$ cat src/core/rts_pkg.sv
// constants and types shared by the reset timeout sequencer
package rts_pkg;
  localparam int unsigned CLK_HZ = 50_000_000;
  localparam int unsigned POWERUP_DELAY_MS = 64;
  localparam int unsigned RC_OSC_HZ = 31_250;
  localparam int unsigned POWERUP_TICKS = POWERUP_DELAY_MS * RC_OSC_HZ / 1000;
  localparam int unsigned OSC_STARTUP_PERIODS = 1024;
  localparam int unsigned BROWNOUT_MIN_NS = 100_000;
  // least time: round up to whole clock cycles
  localparam int unsigned BROWNOUT_MIN_CYCLES =
    (BROWNOUT_MIN_NS * (CLK_HZ / 1_000_000) + 999) / 1000;
  localparam int unsigned CNT_W = 16;

  localparam int unsigned ADR_W = 12;
  localparam logic [9:0] PWR_CTRL_IDX = 10'h08E;
  localparam logic [9:0] STATUS_IDX = 10'h003;
  localparam logic [9:0] CONTROL_IDX = 10'h004;
  localparam logic [9:0] STATE_IDX = 10'h005;

  localparam int unsigned PC_BOR_BIT = 0;
  localparam int unsigned PC_POR_BIT = 1;
  localparam int unsigned ST_TO_BIT = 4;
  localparam int unsigned ST_PD_BIT = 3;
  localparam int unsigned CTL_SLEEP_BIT = 0;
  localparam int unsigned CTL_CLRWDT_BIT = 1;

  localparam logic [2:0] STATUS_HI_RESET = 3'h0;
  localparam logic [2:0] STATUS_LO_RESET = 3'h0;
  localparam logic FLAG_RESET = 1'h0;

  localparam logic [1:0] BOR_MODE_SLEEP_OFF = 2'h2;
  localparam logic [1:0] BOR_MODE_ON = 2'h3;

  localparam logic [1:0] OSC_CRYSTAL = 2'h0;
  localparam logic [1:0] OSC_RC = 2'h1;
  localparam logic [1:0] OSC_EXT = 2'h2;
  localparam logic [1:0] OSC_INT = 2'h3;

  localparam int unsigned SYNC_W = 6;
  localparam int unsigned SY_POR = 0;
  localparam int unsigned SY_VDD = 1;
  localparam int unsigned SY_PIN = 2;
  localparam int unsigned SY_RC = 3;
  localparam int unsigned SY_XTAL = 4;
  localparam int unsigned SY_WDT = 5;
  localparam logic [5:0] SYNC_RESET = 6'h04;

  typedef enum logic [2:0] {
    ST_POR, ST_WAIT_VDD, ST_POWERUP_DELAY_TIMER, ST_OST, ST_RUN, ST_SLEEP, ST_WAKE_OST
  } rts_state_t;
endpackage

$ cat src/core/rts_cnt_if.sv
// request and status lines between the sequencer and a delay counter
interface rts_cnt_if;
  logic start;
  logic tick;
  logic [rts_pkg::CNT_W-1:0] limit;
  logic busy;
  logic done;
  modport ctrl (output start, output tick, output limit,
                input busy, input done);
  modport cnt (input start, input tick, input limit,
               output busy, output done);
endinterface

$ cat src/core/rts_delay_counter.sv
// restartable tick counter used for the power-up delay and start-up count
module rts_delay_counter (
  input wire logic clk,
  input wire logic arst_n,
  rts_cnt_if.cnt cnt
);
  logic [rts_pkg::CNT_W-1:0] count_reg;
  logic [rts_pkg::CNT_W-1:0] count_next;
  logic busy_reg;
  logic busy_next;
  logic done_reg;
  logic done_next;

  assign cnt.busy = busy_reg;
  assign cnt.done = done_reg;

  always_comb begin
    count_next = count_reg;
    busy_next = busy_reg;
    done_next = 1'b0;
    if (cnt.start) begin
      // a restart throws away any partial count
      count_next = '0;
      busy_next = 1'b1;
    end else if (busy_reg && cnt.tick) begin
      count_next = count_reg + 1'b1;
      if (count_next >= cnt.limit) begin
        busy_next = 1'b0;
        done_next = 1'b1;
      end
    end
  end

  always_ff @(posedge clk or negedge arst_n) begin
    if (!arst_n) begin
      count_reg <= '0;
      busy_reg <= 1'b0;
      done_reg <= 1'b0;
    end else begin
      count_reg <= count_next;
      busy_reg <= busy_next;
      done_reg <= done_next;
    end
  end
endmodule

$ cat src/core/rts_sequencer.sv
// reset timeout sequencer with reset-cause flags on a wishbone slave
//
// Chosen here: the Wishbone interface to the registers.
module rts_sequencer #(
  parameter int unsigned POWERUP_TICKS = rts_pkg::POWERUP_TICKS,
  parameter int unsigned BROWNOUT_MIN_CYCLES = rts_pkg::BROWNOUT_MIN_CYCLES
) (
  input wire logic clk,
  input wire logic arst_n,
  input wire logic por_detect_n,
  input wire logic vdd_above_threshold,
  input wire logic external_reset_pin_n,
  input wire logic rc_osc_in,
  input wire logic xtal_osc_in,
  input wire logic watchdog_timeout,
  input wire logic wake_event,
  input wire logic powerup_delay_disable,
  input wire logic [1:0] brownout_mode_select,
  input wire logic external_reset_pin_enable,
  input wire logic [1:0] osc_mode,
  input wire logic wb_cyc_i,
  input wire logic wb_stb_i,
  input wire logic wb_we_i,
  input wire logic [rts_pkg::ADR_W-1:0] wb_adr_i,
  input wire logic [3:0] wb_sel_i,
  input wire logic [31:0] wb_dat_i,
  output logic [31:0] wb_dat_o,
  output logic wb_ack_o,
  output logic core_reset,
  output logic core_stall,
  output logic brownout_detector_enable
);
  function automatic logic hits(input logic [rts_pkg::ADR_W-1:0] adr,
                                input logic [9:0] idx);
    hits = (adr[rts_pkg::ADR_W-1:2] == idx);
  endfunction

  // three stages: the first is read only by the second
  logic [rts_pkg::SYNC_W-1:0] sy1_reg;
  logic [rts_pkg::SYNC_W-1:0] sy2_reg;
  logic [rts_pkg::SYNC_W-1:0] sy3_reg;
  logic [rts_pkg::SYNC_W-1:0] sy_in;
  logic por_active;
  logic vdd_ok;
  logic pin_active;
  logic rc_tick;
  logic xtal_tick;
  logic wdt_event;

  assign sy_in = {watchdog_timeout, xtal_osc_in, rc_osc_in,
                  external_reset_pin_n, vdd_above_threshold, por_detect_n};

  always_ff @(posedge clk or negedge arst_n) begin
    if (!arst_n) begin
      sy1_reg <= rts_pkg::SYNC_RESET;
      sy2_reg <= rts_pkg::SYNC_RESET;
      sy3_reg <= rts_pkg::SYNC_RESET;
    end else begin
      sy1_reg <= sy_in;
      sy2_reg <= sy1_reg;
      sy3_reg <= sy2_reg;
    end
  end

  assign por_active = !sy2_reg[rts_pkg::SY_POR];
  assign vdd_ok = sy2_reg[rts_pkg::SY_VDD];
  // pin only counts as a reset input when enabled
  assign pin_active = external_reset_pin_enable
                      && !sy2_reg[rts_pkg::SY_PIN];
  // the power-up delay advances on RC oscillator edges
  assign rc_tick = sy2_reg[rts_pkg::SY_RC] && !sy3_reg[rts_pkg::SY_RC];
  assign xtal_tick = sy2_reg[rts_pkg::SY_XTAL]
                     && !sy3_reg[rts_pkg::SY_XTAL];
  assign wdt_event = sy2_reg[rts_pkg::SY_WDT] && !sy3_reg[rts_pkg::SY_WDT];

  // delay counters
  rts_cnt_if powerup_delay_timer_if ();
  rts_cnt_if ost_if ();

  rts_delay_counter u_powerup_delay_timer (
    .clk(clk),
    .arst_n(arst_n),
    .cnt(powerup_delay_timer_if)
  );

  rts_delay_counter u_osc_startup_counter (
    .clk(clk),
    .arst_n(arst_n),
    .cnt(ost_if)
  );

  assign powerup_delay_timer_if.tick = rc_tick;
  assign powerup_delay_timer_if.limit = rts_pkg::CNT_W'(POWERUP_TICKS);
  assign ost_if.tick = xtal_tick;
  assign ost_if.limit = rts_pkg::CNT_W'(rts_pkg::OSC_STARTUP_PERIODS);

  // brown-out filter
  rts_pkg::rts_state_t state_reg;
  rts_pkg::rts_state_t state_next;
  logic [rts_pkg::CNT_W-1:0] low_cnt_reg;
  logic [rts_pkg::CNT_W-1:0] low_cnt_next;
  logic bor_en_reg;
  logic bor_en_next;
  logic bor_event;

  always_comb begin
    // mode 10 drops the detector while asleep to save current
    bor_en_next = (brownout_mode_select == rts_pkg::BOR_MODE_ON)
                  || (brownout_mode_select == rts_pkg::BOR_MODE_SLEEP_OFF
                      && state_next != rts_pkg::ST_SLEEP);
    low_cnt_next = low_cnt_reg;
    bor_event = 1'b0;
    if (!bor_en_reg || vdd_ok) begin
      low_cnt_next = '0;
    end else if (low_cnt_reg < rts_pkg::CNT_W'(BROWNOUT_MIN_CYCLES)) begin
      low_cnt_next = low_cnt_reg + 1'b1;
      // short dips never reach the limit
      bor_event = (low_cnt_next == rts_pkg::CNT_W'(BROWNOUT_MIN_CYCLES));
    end
  end

  always_ff @(posedge clk or negedge arst_n) begin
    if (!arst_n) begin
      low_cnt_reg <= '0;
      bor_en_reg <= 1'b0;
    end else begin
      low_cnt_reg <= low_cnt_next;
      bor_en_reg <= bor_en_next;
    end
  end

  assign brownout_detector_enable = bor_en_reg;

  // bus request decode
  logic req;
  logic wr_stb;
  logic ack_reg;
  logic ack_next;
  logic [31:0] dat_reg;
  logic [31:0] dat_next;
  logic sleep_cmd;
  logic clrwdt_cmd;

  assign req = wb_cyc_i && wb_stb_i;
  // writes land on the edge where the master sees ack
  assign wr_stb = req && wb_we_i && ack_reg && wb_sel_i[0];
  assign sleep_cmd = wr_stb && hits(wb_adr_i, rts_pkg::CONTROL_IDX)
                     && wb_dat_i[rts_pkg::CTL_SLEEP_BIT];
  assign clrwdt_cmd = wr_stb && hits(wb_adr_i, rts_pkg::CONTROL_IDX)
                      && wb_dat_i[rts_pkg::CTL_CLRWDT_BIT];

  // sequencer and reset-cause state
  logic cold_reg;
  logic cold_next;
  logic por_flag_n_reg;
  logic por_flag_n_next;
  logic bor_flag_n_reg;
  logic bor_flag_n_next;
  logic to_flag_n_reg;
  logic to_flag_n_next;
  logic pd_flag_n_reg;
  logic pd_flag_n_next;
  logic [2:0] status_hi_reg;
  logic [2:0] status_hi_next;
  logic [2:0] status_lo_reg;
  logic [2:0] status_lo_next;
  logic core_reset_reg;
  logic core_reset_next;
  logic crystal;
  logic delay_en;

  assign crystal = (osc_mode == rts_pkg::OSC_CRYSTAL);
  assign delay_en = !powerup_delay_disable;

  always_comb begin
    state_next = state_reg;
    cold_next = cold_reg;
    por_flag_n_next = por_flag_n_reg;
    bor_flag_n_next = bor_flag_n_reg;
    to_flag_n_next = to_flag_n_reg;
    pd_flag_n_next = pd_flag_n_reg;
    status_hi_next = status_hi_reg;
    status_lo_next = status_lo_reg;
    powerup_delay_timer_if.start = 1'b0;
    ost_if.start = 1'b0;

    // software first, so any hardware event below wins the same cycle
    if (wr_stb && hits(wb_adr_i, rts_pkg::PWR_CTRL_IDX)) begin
      por_flag_n_next = wb_dat_i[rts_pkg::PC_POR_BIT];
      bor_flag_n_next = wb_dat_i[rts_pkg::PC_BOR_BIT];
    end
    if (wr_stb && hits(wb_adr_i, rts_pkg::STATUS_IDX)) begin
      status_hi_next = wb_dat_i[7:5];
      status_lo_next = wb_dat_i[2:0];
    end

    if (por_active) begin
      // power-on: flags forced regardless of anything else
      state_next = rts_pkg::ST_POR;
      cold_next = 1'b1;
      por_flag_n_next = 1'b0;
      to_flag_n_next = 1'b1;
      pd_flag_n_next = 1'b1;
    end else if (bor_event) begin
      // also aborts a running delay, which restarts later
      state_next = rts_pkg::ST_WAIT_VDD;
      cold_next = 1'b1;
      bor_flag_n_next = 1'b0;
      to_flag_n_next = 1'b1;
      pd_flag_n_next = 1'b1;
    end else if (pin_active && state_reg == rts_pkg::ST_SLEEP) begin
      to_flag_n_next = 1'b1;
      pd_flag_n_next = 1'b0;
      state_next = rts_pkg::ST_RUN;
    end else begin
      case (state_reg)
        rts_pkg::ST_POR: begin
          state_next = rts_pkg::ST_WAIT_VDD;
        end
        rts_pkg::ST_WAIT_VDD: begin
          if (vdd_ok) begin
            if (cold_reg && delay_en) begin
              state_next = rts_pkg::ST_POWERUP_DELAY_TIMER;
              powerup_delay_timer_if.start = 1'b1;
            end else if (cold_reg && crystal) begin
              state_next = rts_pkg::ST_OST;
              ost_if.start = 1'b1;
            end else begin
              // a warm restart, or a non-crystal clock with no delay, releases at once
              state_next = rts_pkg::ST_RUN;
            end
          end
        end
        rts_pkg::ST_POWERUP_DELAY_TIMER: begin
          if (!vdd_ok) begin
            state_next = rts_pkg::ST_WAIT_VDD;
          end else if (powerup_delay_timer_if.done) begin
            if (crystal) begin
              state_next = rts_pkg::ST_OST;
              ost_if.start = 1'b1;
            end else begin
              state_next = rts_pkg::ST_RUN;
            end
          end
        end
        rts_pkg::ST_OST, rts_pkg::ST_WAKE_OST: begin
          if (ost_if.done) begin
            state_next = rts_pkg::ST_RUN;
          end
        end
        rts_pkg::ST_RUN: begin
          if (wdt_event) begin
            // watchdog reset is internal only; pin is never driven
            to_flag_n_next = 1'b0;
            state_next = rts_pkg::ST_WAIT_VDD;
            cold_next = 1'b0;
          end else if (sleep_cmd) begin
            to_flag_n_next = 1'b1;
            pd_flag_n_next = 1'b0;
            state_next = rts_pkg::ST_SLEEP;
          end else if (clrwdt_cmd) begin
            to_flag_n_next = 1'b1;
            pd_flag_n_next = 1'b1;
          end
        end
        rts_pkg::ST_SLEEP: begin
          if (wdt_event || wake_event) begin
            if (wdt_event) begin
              to_flag_n_next = 1'b0;
              pd_flag_n_next = 1'b0;
            end
            if (crystal) begin
              state_next = rts_pkg::ST_WAKE_OST;
              ost_if.start = 1'b1;
            end else begin
              state_next = rts_pkg::ST_RUN;
            end
          end
        end
        default: begin
          state_next = rts_pkg::ST_POR;
        end
      endcase
    end

    // outside ST_SLEEP the pin only stretches the reset, the timers run on beneath it; in sleep it also wakes to ST_RUN
    core_reset_next = pin_active
                      || (state_next != rts_pkg::ST_RUN
                          && state_next != rts_pkg::ST_SLEEP
                          && state_next != rts_pkg::ST_WAKE_OST);
    if (core_reset_next) begin
      status_hi_next = rts_pkg::STATUS_HI_RESET;
    end
  end

  always_ff @(posedge clk or negedge arst_n) begin
    if (!arst_n) begin
      state_reg <= rts_pkg::ST_POR;
      cold_reg <= 1'b1;
      por_flag_n_reg <= rts_pkg::FLAG_RESET;
      bor_flag_n_reg <= rts_pkg::FLAG_RESET;
      to_flag_n_reg <= 1'b1;
      pd_flag_n_reg <= 1'b1;
      status_hi_reg <= rts_pkg::STATUS_HI_RESET;
      status_lo_reg <= rts_pkg::STATUS_LO_RESET;
      core_reset_reg <= 1'b1;
    end else begin
      state_reg <= state_next;
      cold_reg <= cold_next;
      por_flag_n_reg <= por_flag_n_next;
      bor_flag_n_reg <= bor_flag_n_next;
      to_flag_n_reg <= to_flag_n_next;
      pd_flag_n_reg <= pd_flag_n_next;
      status_hi_reg <= status_hi_next;
      status_lo_reg <= status_lo_next;
      core_reset_reg <= core_reset_next;
    end
  end

  assign core_reset = core_reset_reg;
  assign core_stall = (state_reg == rts_pkg::ST_SLEEP)
                      || (state_reg == rts_pkg::ST_WAKE_OST);

  // bus slave: one wait state, unmapped reads return zero
  always_comb begin
    ack_next = req && !ack_reg;
    dat_next = dat_reg;
    if (req && !ack_reg) begin
      dat_next = 32'h0000_0000;
      if (hits(wb_adr_i, rts_pkg::PWR_CTRL_IDX)) begin
        // bits above the two flags read zero
        dat_next[rts_pkg::PC_POR_BIT] = por_flag_n_reg;
        dat_next[rts_pkg::PC_BOR_BIT] = bor_flag_n_reg;
      end else if (hits(wb_adr_i, rts_pkg::STATUS_IDX)) begin
        dat_next[7:5] = status_hi_reg;
        dat_next[rts_pkg::ST_TO_BIT] = to_flag_n_reg;
        dat_next[rts_pkg::ST_PD_BIT] = pd_flag_n_reg;
        dat_next[2:0] = status_lo_reg;
      end else if (hits(wb_adr_i, rts_pkg::STATE_IDX)) begin
        dat_next[2:0] = state_reg;
        dat_next[3] = core_reset_reg;
        dat_next[4] = bor_en_reg;
      end
    end
  end

  always_ff @(posedge clk or negedge arst_n) begin
    if (!arst_n) begin
      ack_reg <= 1'b0;
      dat_reg <= 32'h0000_0000;
    end else begin
      ack_reg <= ack_next;
      dat_reg <= dat_next;
    end
  end

  assign wb_ack_o = ack_reg;
  assign wb_dat_o = dat_reg;
endmodule

$ cat config.mk
export PLATFORM = sky130hd
export DESIGN_NAME = rts_sequencer
export DESIGN_NICKNAME = d
export VERILOG_FILES = /design/src/core/rts_pkg.sv /design/src/core/rts_cnt_if.sv /design/src/core/rts_delay_counter.sv /design/src/core/rts_sequencer.sv
export SDC_FILE = /design/constraint.sdc
export NUM_CORES = 1
export LEC_CHECK = 0
export BUFFER_PORTS_ARGS = -buffer_cell sky130_fd_sc_hd__buf_2
export CORE_MARGIN = 10
export CORE_UTILIZATION = 35
export CTS_CLUSTER_SIZE = 30
export DETAILED_ROUTE_END_ITERATION = 10
export GPL_ROUTABILITY_DRIVEN = 1
export PLACE_DENSITY = 0.56
export SYNTH_ARGS = -nofsm -noshare
export SYNTH_HDL_FRONTEND = slang
export SYNTH_SLANG_ARGS = --single-unit
$ cat constraint.sdc
create_clock -name clk -period 2.9 [get_ports clk]
set_input_delay 0.29 -clock clk [delete_from_list [all_inputs] [get_ports clk]]
set_output_delay 0.29 -clock clk [all_outputs]
set_load 0.005 [all_outputs]
==> metrics.csv <==
metric;value;unit
Synth cell types;57;
number of flops mapped to enable cells by yosys;0;
All-Layer GR Usage;10.9;%
die height;136;um
cell area after synthesis;4710;sq um
FP Rows;42;
Num CTS Buffers;9;
H-tree lvl count;3;
fin. max-slew vios;0;
TritonCTS clock tree;done;
Max clock buf depth;2;
hold buffer count at cts;0;
pin count of the biggest net entering global routing;85;
Post-CTS Resized;0;
Top FF cell, synth;dfrtp_1;
Clock power frac;34.7;%
max frequency;0.392;GHz
Worst Tran Pin Value;1.03;ns
Leak Pwr;0.00240;uW
input/output buffers;46;
Vias;3553;
crit path DAT;2.82;ns
total core area;13200;sq um
hold slack;0.0401;ns
pwr dens;643;nW/um^2
Final WS setup;0.352;ns
net load switching power;1030;uW
ant diodes;0;
final hold vios;0;
Syn-to-layout area delta;13.8;%
vias in the first global route;3514;
DRC viols;0;
die area;18500;sq um
CP Launch Type;flip-flop;
Crit. End Element;flip-flop;
setup bufs post-CTS;0;
setup slack, reg-to-reg;0.35;ns
maximum vdd drop;0.303;mV
Tot Pwr;3440;uW
Routed Antenna Nets;0;
drt pass-1 iters;4;
TNS Setup;0;ns
unrepaired setup endpoints after global routing;false;
Critical Path RT;3.17;ns
critical path type;reg -> reg;
Synth Area per Inst;9.65;sq um
internal power;2420;uW
DRT iter0 DRCs;162;
Final setup viols;0;
Final Skew;0.00576;ns
starting density of the core;35.7;%
initial antenna violation count;0;
worst hold path type;in -> reg;
first-pass GRT wire length;16500;um
synth cell count leaders;dfrtp_1 (86), nor2_1 (68), nand2_1 (46), xor2_1 (29), buf_4 (24);
final net count;607;
clk_lat worst skew;0.34;ns
CTS sink cnt;92;
Max-slew headroom;31.6;%
Post-DP HPWL;7430;um
pre-CTS setup slack;0.350;ns
clk slew on worst S/H paths;0.07;ns
Yosys warning count;0;
die width;136;um
GPL Wtd Cong;0.835;
top cell type's share of synthesized area;45.7;%
Routed Wire Length;9830;um
Synth area leaders;dfrtp_1 (46%), nor2_1 (5.4%), xor2_1 (5.4%);
max cap viols;0;
Root Driver;clkbuf_16;
crit-path max FO;10;
async set-reset flop share out of synthesis;100;%
status;finished, final reports clean;
min Tclk post-route;2.55;ns
leading area contributor after synthesis;dfrtp_1;
Ports;102;
Post-Syn Instances;488;
GRT Residual Overflow;0;
post-synthesis sequential area ratio;49.1;%
count leader, synth;dfrtp_1;
Tcrit/Tclk final;87.9;%
switch share;29.8;%
DR WL/cell;13.7;um
Vias per Instance;4.95;
Flop pwr share;50.3;%
#FFs+latches synth;92;
combinational share of power;15.0;%
fraction of layout cells with a size suffix above 1;15.5;%
-- kinds of logic after synthesis --
logic type               after synthesis  share of synthesized area, %
AND/OR/NAND/NOR                      227                          23.8
flip-flops                            92                          49.1
AO/OA/AOI/OAI                         56                          8.16
XOR/XNOR                              50                          9.30
buffers and inverters                 47                          6.06
multiplexers                          11                          2.42
adder cells (fa/ha/maj)                4                          1.06
other                                  1                        0.0797
-- per-stage QoR --
stage,utilization (%),instances,instance area [sq um]
6_report,40.6,718,5360
5_1_grt,40.6,718,5360
4_1_cts,40.6,718,5360
3_5_place_dp,38.3,702,5050
3_3_place_gp,38.3,702,5050
2_1_floorplan,-,511,4790
-- power by group through the flow --
stage / combinational [uW] / clock [uW] / sequential, uW
floorplan: 460 / 0 / 1670
global placement: 505 / 0 / 1740
detailed placement: 522 / 0 / 1750
CTS: 524 / 1240 / 1730
global route: 596 / 1290 / 1770
finish: 517 / 1190 / 1730
-- final cells by class --
class                      count  area, sq um
fill                        1298         7830
sequential                    92         2310
tap                          176          220
clock buffer                   9          225
multi-input combinational    372         2200
clock inverter                 7         81.3
timing repair buffer          54          293
inverter                       8         30.0
-- critical path, stage by stage, from the launching register on --
cell,delay [ns]
dfrtp_1,0.42
or4_1,0.47
and3_4,0.22
or3_1,0.37
o41a_1,0.42
and4b_1,0.28
buf_4,0.19
nor2_1,0.11
-- final timing paths --
check / cells past startpoint / endpoint / startpoint
max: 7 / u_osc_startup_counter.count_reg[7]$_DFFE_PN0P_ / low_cnt_reg[5]$_DFFE_PN0P_
min: 1 / sy1_reg[2]$_DFF_PN1_ / external_reset_pin_n
max reg2reg: 7 / u_osc_startup_counter.count_reg[7]$_DFFE_PN0P_ / low_cnt_reg[5]$_DFFE_PN0P_
min reg2reg: 0 / sy2_reg[4]$_DFF_PN0_ / sy1_reg[4]$_DFF_PN0_
max in group asynchronous: 2 / low_cnt_reg[4]$_DFFE_PN0P_ / arst_n
min in group asynchronous: 1 / u_powerup_delay_timer.count_reg[9]$_DFFE_PN0P_ / arst_n
-- per-layer routing --
metal | vias up | track usage, % | wire, um
li1 | 1754 | - | -
met1 | 1707 | 13.6 | 4590
met2 | 82 | 16.9 | 4380
met3 | 10 | 3.10 | 760
met4 | 0 | 5.27 | 104
met5 | - | 0 | 0
-- cells in the final DEF, fill, tap and decap left out, drive strengths merged, types with 2 or more instances in the layout --
| cell | netlist | routed |
|---|---|---|
| a22o | 3 | 3 |
| buf | 28 | 54 |
| xnor2 | 21 | 21 |
| xor2 | 29 | 29 |
| and3b | 3 | 3 |
| a21o | 2 | 2 |
| or3 | 3 | 3 |
| a31oi | 4 | 4 |
| mux2i | 8 | 8 |
| inv | 8 | 12 |
| nand3b | 6 | 6 |
| clkinv | 0 | 2 |
| o211ai | 2 | 2 |
| nor2 | 68 | 68 |
| clkbuf | 11 | 9 |
| conb | 1 | 24 |
| or2 | 2 | 2 |
| dfrtp | 86 | 86 |
| nand4 | 10 | 10 |
| nand2 | 46 | 46 |
| nand3 | 20 | 20 |
| o31ai | 3 | 3 |
| a21oi | 12 | 12 |
| mux2 | 3 | 3 |
| o21ai | 12 | 12 |
| a22oi | 2 | 2 |
| a222oi | 3 | 3 |
| and3 | 15 | 15 |
| dfstp | 6 | 6 |
| nor2b | 10 | 10 |
| nor3 | 20 | 20 |
| nor4 | 8 | 8 |
| ha | 4 | 4 |
| nand2b | 6 | 6 |
| and2 | 4 | 4 |
Note: power is estimated with default switching activity, not from simulation.
